<file path="src/logic/fur_pkg.sv">
// shared constants and types for the flash unlock and address slice
package fur_pkg;
    // register byte offsets
    localparam logic [3:0] FUR_OFS_KEY  = 4'h0;
    localparam logic [3:0] FUR_OFS_ADDR = 4'h4;
    localparam logic [3:0] FUR_OFS_CTRL = 4'h8;
    localparam logic [3:0] FUR_OFS_STAT = 4'hc;
    // reset and zero values, full byte-enable mask
    localparam logic [31:0] FUR_ADDR_RST = 32'h0000_0000;
    localparam logic [31:0] FUR_ZERO     = 32'h0000_0000;
    localparam logic [3:0]  FUR_BE_ALL   = 4'hf;
    // control register fields
    localparam int FUR_CTRL_START = 4;
    localparam int FUR_CTRL_CLR   = 5;
    // status register fields
    localparam int FUR_STAT_BUSY = 0;
    localparam int FUR_STAT_OPEN = 1;
    localparam int FUR_STAT_ERR  = 2;
    localparam int FUR_STAT_DONE = 3;
    // operation kinds
    typedef enum logic [1:0] {
        FUR_OP_BULK = 2'h0,
        FUR_OP_PAGE = 2'h1,
        FUR_OP_ROW  = 2'h2,
        FUR_OP_WORD = 2'h3
    } fur_op_t;
    // command handed to the flash array
    typedef struct packed {
        fur_op_t     op;
        logic [31:0] addr;
    } fur_cmd_t;
    // unlock sequence states, gray along the path
    typedef enum logic [1:0] {
        FUR_UL_IDLE = 2'b00,
        FUR_UL_KEY1 = 2'b01,
        FUR_UL_OPEN = 2'b11
    } fur_ul_t;
    // avalon request bundle
    typedef struct packed {
        logic        read;
        logic        write;
        logic [3:0]  address;
        logic [3:0]  byteenable;
        logic [31:0] writedata;
    } fur_avs_req_t;
endpackage

</file>
<file path="src/logic/fur_unlock.sv">
// unlock key sequence tracker
`timescale 1ns/1ps
module fur_unlock #(
    parameter logic [31:0] KEY_FIRST  = 32'h1234_5678, // arbitrary value
    parameter logic [31:0] KEY_SECOND = 32'h8765_4321  // arbitrary value
) (
    // clock and reset
    input  wire logic        clk_i,
    input  wire logic        rst_n_i,
    // key write and consume strobes
    input  wire logic        key_wr_i,
    input  wire logic [31:0] key_data_i,
    input  wire logic        consume_i,
    // sequence complete
    output logic             open_o
);
    import fur_pkg::*;

    typedef struct packed {
        fur_ul_t st;
    } fur_ul_state_t;

    fur_ul_state_t s_r;
    fur_ul_state_t s_nxt;

    // advance on matching key writes, fall back on any other key write or on consume, hold otherwise
    always_comb
    begin
        s_nxt = s_r;
        if (consume_i)
            s_nxt.st = FUR_UL_IDLE;
        else if (key_wr_i)
        begin
            unique case (s_r.st)
                FUR_UL_IDLE:
                    s_nxt.st = (key_data_i == KEY_FIRST) ? FUR_UL_KEY1
                                                         : FUR_UL_IDLE;
                FUR_UL_KEY1:
                    s_nxt.st = (key_data_i == KEY_SECOND) ? FUR_UL_OPEN
                                                          : FUR_UL_IDLE;
                FUR_UL_OPEN:
                    s_nxt.st = FUR_UL_IDLE;
                default:
                    s_nxt.st = FUR_UL_IDLE;
            endcase
        end
    end

    // state register
    always_ff @(posedge clk_i)
    begin
        if (!rst_n_i)
            s_r <= '{st: FUR_UL_IDLE};
        else
            s_r <= s_nxt;
    end

    assign open_o = (s_r.st == FUR_UL_OPEN);
endmodule

</file>
<file path="src/logic/fur_top.sv">
// flash unlock key and target address registers with op launch
// Behaviour
// - key register is write only and always reads as zero
// - flash changes start only after a completed key sequence
// - target address register is read-write and clears at reset
// - whole-memory erase ignores the target address
// - page erase acts on the page the target address selects
// - row program acts on the row the target address selects
// - word program acts on the word at the target address
`timescale 1ns/1ps
module fur_top
    import fur_pkg::*;
#(
    parameter int          PAGE_BYTES = 1024,
    parameter int          ROW_BYTES  = 128,
    parameter int          WORD_BYTES = 4,
    parameter logic [31:0] KEY_FIRST  = 32'h1234_5678, // arbitrary value
    parameter logic [31:0] KEY_SECOND = 32'h8765_4321  // arbitrary value
) (
    // clock and reset
    input  wire logic          CORE_CLK_I,
    input  wire logic          RST_N_I,
    // avalon-mm slave
    input  wire logic          AVS_READ_I,
    input  wire logic          AVS_WRITE_I,
    input  wire logic [3:0]    AVS_ADDRESS_I,
    input  wire logic [3:0]    AVS_BYTEENABLE_I,
    input  wire logic [31:0]   AVS_WRITEDATA_I,
    output logic [31:0]        AVS_READDATA_O,
    output logic               AVS_WAITREQUEST_O,
    // flash array command
    output logic               FLASH_START_O,
    output fur_pkg::fur_cmd_t  FLASH_CMD_O,
    input  wire logic          FLASH_DONE_I
);
    import fur_pkg::*;

    typedef struct packed {
        logic        wait_req;
        logic [31:0] rdata;
        logic [31:0] addr;
        fur_op_t     op_sel;
        logic        busy;
        logic        err;
        logic        done;
        logic        start;
        fur_cmd_t    cmd;
    } fur_state_t;

    fur_state_t   s_r;
    fur_state_t   s_nxt;
    fur_avs_req_t req;
    logic         ul_open;
    logic         key_wr;
    logic         commit;
    logic         ctrl_wr;
    logic         launch;

    // round an address down to a power-of-two unit
    function automatic logic [31:0] align(input logic [31:0] a,
                                          input int          unit);
        logic [31:0] m;
        m = 32'(unit) - 32'h0000_0001;
        return a & ~m;
    endfunction

    // merge write data into a word by byte lanes
    function automatic logic [31:0] merge(input logic [31:0] old,
                                          input logic [31:0] nw,
                                          input logic [3:0]  be);
        logic [31:0] r;
        r = old;
        for (int i = 0; i < 4; i++)
            if (be[i])
                r[i*8 +: 8] = nw[i*8 +: 8];
        return r;
    endfunction

    // bus request bundle and accept-phase strobes
    assign req     = '{read: AVS_READ_I, write: AVS_WRITE_I,
                       address: AVS_ADDRESS_I,
                       byteenable: AVS_BYTEENABLE_I,
                       writedata: AVS_WRITEDATA_I};
    assign commit  = req.write && !s_r.wait_req;
    assign key_wr  = commit && req.address == FUR_OFS_KEY
                     && req.byteenable == FUR_BE_ALL;
    assign ctrl_wr = commit && req.address == FUR_OFS_CTRL
                     && req.byteenable[0];
    assign launch  = ctrl_wr && req.writedata[FUR_CTRL_START]
                     && ul_open && !s_r.busy;

    // key sequence tracker, consumed by any start attempt
    fur_unlock #(
        .KEY_FIRST  (KEY_FIRST),
        .KEY_SECOND (KEY_SECOND)
    ) u_unlock (
        .clk_i      (CORE_CLK_I),
        .rst_n_i    (RST_N_I),
        .key_wr_i   (key_wr),
        .key_data_i (req.writedata),
        .consume_i  (ctrl_wr && req.writedata[FUR_CTRL_START]),
        .open_o     (ul_open)
    );

    // bus handshake, registers and operation launch
    always_comb
    begin
        s_nxt       = s_r;
        s_nxt.start = 1'b0;
        // one wait cycle, then accept
        if ((req.read || req.write) && s_r.wait_req)
        begin
            s_nxt.wait_req = 1'b0;
            unique case (req.address)
                FUR_OFS_KEY:  s_nxt.rdata = FUR_ZERO;
                FUR_OFS_ADDR: s_nxt.rdata = s_r.addr;
                FUR_OFS_CTRL: s_nxt.rdata = {30'h0000_0000, s_r.op_sel};
                FUR_OFS_STAT:
                begin
                    s_nxt.rdata                = FUR_ZERO;
                    s_nxt.rdata[FUR_STAT_BUSY] = s_r.busy;
                    s_nxt.rdata[FUR_STAT_OPEN] = ul_open;
                    s_nxt.rdata[FUR_STAT_ERR]  = s_r.err;
                    s_nxt.rdata[FUR_STAT_DONE] = s_r.done;
                end
                default:      s_nxt.rdata = FUR_ZERO;
            endcase
        end
        else
            s_nxt.wait_req = 1'b1;
        // target address write
        if (commit && req.address == FUR_OFS_ADDR)
            s_nxt.addr = merge(s_r.addr, req.writedata,
                               req.byteenable);
        // control write: select op, clear flags, try to start
        if (ctrl_wr)
        begin
            s_nxt.op_sel = fur_op_t'(req.writedata[1:0]);
            if (req.writedata[FUR_CTRL_CLR])
            begin
                s_nxt.err  = 1'b0;
                s_nxt.done = 1'b0;
            end
            if (req.writedata[FUR_CTRL_START] && !launch)
                s_nxt.err = 1'b1;
        end
        if (launch)
        begin
            s_nxt.busy    = 1'b1;
            s_nxt.start   = 1'b1;
            s_nxt.done    = 1'b0;
            s_nxt.cmd.op  = fur_op_t'(req.writedata[1:0]);
            unique case (fur_op_t'(req.writedata[1:0]))
                FUR_OP_BULK: s_nxt.cmd.addr = FUR_ZERO;
                FUR_OP_PAGE:
                    s_nxt.cmd.addr = align(s_r.addr, PAGE_BYTES);
                FUR_OP_ROW:
                    s_nxt.cmd.addr = align(s_r.addr, ROW_BYTES);
                FUR_OP_WORD:
                    s_nxt.cmd.addr = align(s_r.addr, WORD_BYTES);
            endcase
        end
        // completion from the array, set wins over clear
        if (s_r.busy && FLASH_DONE_I)
        begin
            s_nxt.busy = 1'b0;
            s_nxt.done = 1'b1;
        end
    end

    // state register
    always_ff @(posedge CORE_CLK_I)
    begin
        if (!RST_N_I)
        begin
            s_r          <= '0;
            s_r.wait_req <= 1'b1;
            s_r.addr     <= FUR_ADDR_RST;
        end
        else
            s_r <= s_nxt;
    end

    // outputs straight from flops
    assign AVS_READDATA_O    = s_r.rdata;
    assign AVS_WAITREQUEST_O = s_r.wait_req;
    assign FLASH_START_O     = s_r.start;
    assign FLASH_CMD_O       = s_r.cmd;
endmodule

</file>
<file path="config.mk">
export PLATFORM = sky130hd
export DESIGN_NAME = fur_top
export DESIGN_NICKNAME = d
export VERILOG_FILES = /design/src/logic/fur_pkg.sv /design/src/logic/fur_unlock.sv /design/src/logic/fur_top.sv
export SDC_FILE = /design/constraint.sdc
export NUM_CORES = 1
export LEC_CHECK = 0
export ABC_CLOCK_PERIOD_IN_PS = 1700
export BUFFER_PORTS_ARGS = -buffer_cell sky130_fd_sc_hd__clkbuf_2
export CELL_PAD_IN_SITES_DETAIL_PLACEMENT = 0
export CELL_PAD_IN_SITES_GLOBAL_PLACEMENT = 1
export CORE_MARGIN = 3
export CORE_UTILIZATION = 35
export CTS_CLUSTER_DIAMETER = 80
export DETAILED_ROUTE_END_ITERATION = 7
export GPL_TIMING_DRIVEN = 1
export PLACE_DENSITY_LB_ADDON = 0.1
export SETUP_SLACK_MARGIN = 0.15
export SKIP_LAST_GASP = 1
export SYNTH_ARGS = -nofsm -noshare
export SYNTH_HDL_FRONTEND = slang
export SYNTH_SLANG_ARGS = --single-unit
</file>
<file path="constraint.sdc">
create_clock -name CORE_CLK_I -period 1.7 [get_ports CORE_CLK_I]
set_input_delay 0.17 -clock CORE_CLK_I [delete_from_list [all_inputs] [get_ports CORE_CLK_I]]
set_output_delay 0.17 -clock CORE_CLK_I [all_outputs]
set_load 0.005 [all_outputs]
</file>
**Word-level counts from Yosys, hierarchy flattened**

Cells that the tools add are included.

- Flip-flop bits (word level): 107
- Bits in latches: 0
- RAM bits: 0
- ROM bits: 0
- Logic and storage cells: 67
- Memories kept: 0

- Add/subtract/negate cells: 0
- Multipliers: 0
- Divide/modulo/power cells: 0
- Magnitude comparators: 0
- Equality and inequality tests: 11
- Shift-type cells: 0
- Mux-type cells: 11
- Bitwise gates (word level): 1
- Reductions and logical operators: 30

Operators by type and width:

| kind | number |
|---|---|
| $pmux 32 s4 | 1 |
| $pmux 32 s3 | 1 |
| $mux 36 | 1 |
| $eq 32x29->1 const B | 1 |
| $eq 32x32->1 const B | 1 |
| $eq 4x4->1 const B | 3 |
| $logic_and 1x1->1 | 12 |
| $reduce_and 2->1 | 6 |
| $eq 2x2->1 const B | 3 |
| $reduce_bool 3->1 | 2 |
| $mux 1 | 5 |
| $eq 2x1->1 const B | 2 |
| $eq 4x3->1 const B | 1 |
| $logic_not 2->1 | 2 |
| $logic_not 4->1 | 1 |
| $mux 2 | 2 |
| $pmux 2 s2 | 1 |
| $reduce_or 2->1 | 2 |
| $logic_not 1->1 | 3 |
| $reduce_bool 2->1 | 1 |
| $logic_or 1x1->1 | 1 |
| $not 1->1 | 1 |

**Logic depth before layout (Yosys ltp)**

- Depth in word-level cells: 11
- Depth in mapped cells: 6
- Mapped depth without buffers: 4

**Cells and area by module**

From an unflattened synthesis, not the netlist that was laid out.

- Cells, all modules: 450
- Area total of the unflattened synthesis: 4539.4 um^2

By module, submodules not included:

| module | instances | cells each | area each (um^2) | seq. area each (um^2) |
|---|---|---|---|---|
| fur_top | 1 | 425 | 4291.6 | 2062.0 |
| fur_unlock | 1 | 25 | 247.7 | 40.0 |

**Least setup slack after synthesis**

Ideal clock, no wire load.

- Path type: reg-to-reg
- Start point: register s_r (netlist bit AVS_WAITREQUEST_O)
- End point: register s_r (netlist bit FLASH_CMD_O[22])
- Arrival time: 1.479 ns
- Required time: 1.583 ns
- Setup slack: 0.105 ns
- Stages on the path, launching flop included: 5
- Path through: dfxtp_1 -> nand4bb_4 -> o41a_1 -> clkbuf_1 -> a22o_1

- Cells in the longest elaborated chain, start to end: 7

RTL lines:

| item | line | text |
|---|---|---|
| from (decl) | fur_top.sv:50 | `fur_state_t s_r;` |
| from (signal assigned) | fur_top.sv:181 | `s_r <= s_nxt;` |
| $logic_not 1->1 | fur_top.sv:84 | `assign commit = req.write && !s_r.wait_req;` |
| $logic_and 1x1->1 | fur_top.sv:84 |  |
| $logic_and 1x1->1 | fur_top.sv:87 | `assign ctrl_wr = commit && req.address == FUR_OFS_CTRL` |
| $logic_and 1x1->1 | fur_top.sv:88 | `&& req.byteenable[0];` |
| $logic_and 1x1->1 | fur_top.sv:89 | `assign launch = ctrl_wr && req.writedata[FUR_CTRL_START]` |
| $logic_and 1x1->1 (2 in series) | fur_top.sv:90 | `&& ul_open && !s_r.busy;` |

Every way passes these cells.
A chain may end at the register's enable or synchronous reset.

**Final worst setup path**

- Start point: register s_r[37] (netlist name)
- End point: register s_r (netlist bit FLASH_CMD_O[12])

- Cells in the longest elaborated chain, start to end: 2

RTL lines:

| item | line |
|---|---|
| $logic_not 1->1 | fur_top.sv:90 |
| $logic_and 1x1->1 | fur_top.sv:90 |

Every way passes these cells.

==> results.yml <==
outcome:
  outcome: "completed"
worst_setup_path:
  cp_max_fo: 12
  cp_common_cell: "buf_4"
  worstPathRequired_ns: 1.94
  path_cells: "nand3b_1 -> buf_4 -> o41a_1 -> buf_4 -> a22o_1"
  r2r-end: "FLASH_CMD_O[12]"
  cpPeakStageDelay_ns: 0.38
  worst_r2r_path_depth: 5
  end_kind: "flip-flop"
  r2r_setup_slack_ns: 0.03
  crit_type: "reg2reg"
  crit_path_top_delay_cell: "o41a_1"
  r2r_start: "s_r[37]"
  cp.arrival_ns: 1.91
  endpoint: "FLASH_CMD_O[12]"
  cp-start-kind: "flip-flop"
  startpoint: "s_r[37]"
timing:
  clock_skew_ns: 0.005826
  setup_viol: 0
  hold_slack_ns: 0.06952
  maxSlewViolCount: 0
  fin_crit_ns: 1.670
  max_freq_mhz: 598.9
  fin_tns_setup_ns: 0
  finalHoldViolCount: 0
  final.setup.worst_slack_ns: 0.03030
  rsz0062_at_grt: "true"
  timing.final.crit_share_pct: 98.22
power:
  p_seq_share_pct: 49.3
  p_comb_share_pct: 5.8
  intPower_mw: 3.872
  p_sw_mw: 1.127
  total_power_mw: 4.999
  p_per_area_nw_per_um2: 922.4
  p_clk_share_pct: 44.9
  p_sw_share_pct: 22.54
  ir_drop_uv: 532.7
  p_leak_nw: 2.333
synthesis:
  ys_seq_area_share_pct: 45.54
  netlist_area_um2: 4616
  syn_avg_cell_area_um2: 10.21
  syn_inst: 452
  synth_area_leaders: "dfxtp_1 (46%), buf_4 (11%), nor2b_1 (8.5%)"
  synth_top_area_share_pct: 45.54
  yosys_warnings: 0
  ys.flop_type: "dfxtp_1"
  synth_edf_count: 0
  yosysUniqueCellTypes: 40
  ys_async_sr_fraction_pct: 0
  synth_top_cell_by_area: "dfxtp_1"
  ys_seq_elements: 105
detailed_routing:
  dr.pass1.iters: 7
  wl_per_cell_um: 17.66
  via_per_inst: 4.785
  routed_wl_um: 12150
  vias: 3292
  drtIter0Drc: 155
  drc: 0
  drtAntennaViolNets: 0
min_path:
  hold_path_startpoint: "FLASH_DONE_I"
  hp-class: "in2reg"
clocking:
  htree_levels: 3
  cts_buffers: 9
  root_buffer: "clkbuf_16"
  insertion_delay_ns: 0.35
  clockBufferDepth: 2
  cts_sinks: 105
  cts_tree: "built"
  clk_pin_slew_ns: 0.07
layout:
  diodes: 0
  fin_nets: 556
  drive_gt1_share_pct: 32.95
  final_cell_area_um2: 5419
  area_delta_synth_final_pct: 17.40
global_route:
  grt_start_max_net_pins: 38
  grt_usage_pct: 16.69
  grt_pass1_wl_um: 18590
  grt_pass1_vias: 3235
  gr-total-overflow: 0
  grt_antenna_before_repair: 0
floorplanning:
  start_util_pct: 36.13
  dieArea_um2: 14600
  die_height_um: 120.8
  io-pin-count: 113
  core_um2: 12770
  die_w_um: 120.8
  fp-row-count: 41
place:
  placed_area_um2: 4975
  gp_congestion: 0.7810
  io_buffers: 110
  dp_slack_ns: 0.07143
  place.detailed.hpwl_um: 8724
job:
  max_cap_violations: 0
metal layers:
metal	vias up	global-route usage (%)	part of all wire [%]	routed length (um)
met1	1553	22.35	47	5705
li1	1646	-	-	-
met2	79	26.29	47	5692
met3	14	3.695	4.2	516
met5	-	0	0	0
met4	0	6.232	1.9	236
sequential cells by signal (all words and copies together), names as in the netlist:
name	count
u_unlock.s_r	2
s_r	37
FLASH_START_O	1
AVS_READDATA_O	32
FLASH_CMD_O	32
AVS_WAITREQUEST_O	1
cells in the final DEF (no fill, tap or decap), types with 2 or more instances in the layout:
cell,instances
nand3b_1,2
nor2b_1,63
a21boi_0,13
and2_1,5
clkbuf_2,110
and4b_1,3
nand3_1,9
buf_12,4
bufinv_16,2
nand3_2,3
conb_1,2
nand3_4,2
a22oi_1,28
dfxtp_2,3
mux2i_1,37
nor2_1,3
buf_4,21
a21oi_1,2
a22o_1,22
nand4_1,8
clkbuf_16,11
nand2_1,23
clkinv_2,3
nor4bb_1,3
nor4b_1,6
dfxtp_1,102
o21ai_0,3
nand2b_1,2
worst min-delay path by stage:
stage               to  slack [ns]  cells after the start
2_1_floorplan  s_r[35]        0.31                      2
3_3_place_gp   s_r[35]        0.42                      3
3_5_place_dp   s_r[35]        0.42                      3
4_1_cts        s_r[35]        0.06                      3
5_1_grt        s_r[35]        0.09                      3
6_report       s_r[35]        0.07                      3
kinds of logic (layout without fill, tap and decap cells):
logic type             after synthesis  in the layout  synth area share [%]
flip-flops                         105            105                 45.54
buffers and inverters               91            154                 13.36
AO/OA/AOI/OAI                       77             77                 13.01
multiplexers                        37             37                 8.024
AND/OR/NAND/NOR                    141            141                 19.98
other                                1              2               0.08124
per-stage QoR:
stage / utilization [%] / instances
3_5_place_dp: 38.95 / 666
4_1_cts: 41.43 / 682
3_3_place_gp: 38.95 / 666
2_1_floorplan: - / 453
5_1_grt: 42.42 / 688
6_report: 42.42 / 688
layout make-up:
| type | instances | area (um2) |
|---|---|---|
| clock buffer | 9 | 225.2 |
| clock inverter | 7 | 92.59 |
| fill | 1259 | 7355 |
| multi-input combinational | 257 | 1931 |
| sequential | 105 | 2106 |
| tap | 172 | 215.2 |
| timing repair buffer | 138 | 849.6 |
cell usage after synthesis (3+ instances only):
master and n:
nor2b_1 63, nor4b_1 6, dfxtp_1 105, nand3_2 4, a22oi_1 28, buf_4 68
and2_1 5, a22o_1 22, and4b_1 3, nand4_1 8, nor4bb_1 4, nand2_1 23
nor2_1 3, clkbuf_1 17, nand3_1 10, mux2i_1 37, buf_2 4, o21ai_0 3
a21boi_0 14
power groups by stage:
stage | clock network [mW] | logic (mW) | registers [mW]
final | 2.25 | 0.289 | 2.46
after global placement | 0 | 0.286 | 2.52
after CTS | 2.29 | 0.288 | 2.46
after floorplan | 0 | 0.133 | 2.52
after global routing | 2.40 | 0.311 | 2.46
after detailed placement | 0 | 0.287 | 2.52
what timing repair did:
action,in CTS,in global routing
hold buffers,0,0
buffers inserted,0,4
gates cloned,0,2
resized for setup,1,8
endpoints found under the setup margin,30,41
pin swaps,0,2
worst max-delay path: cells and delay by family (launching register included):
| family | cells | cell delay, ns |
|---|---|---|
| buf+inv | 2 | 0.38 |
| compound gates | 2 | 0.63 |
| simple gates | 1 | 0.21 |
| flops | 1 | 0.34 |
Note: power is estimated with default switching activity, not from simulation.
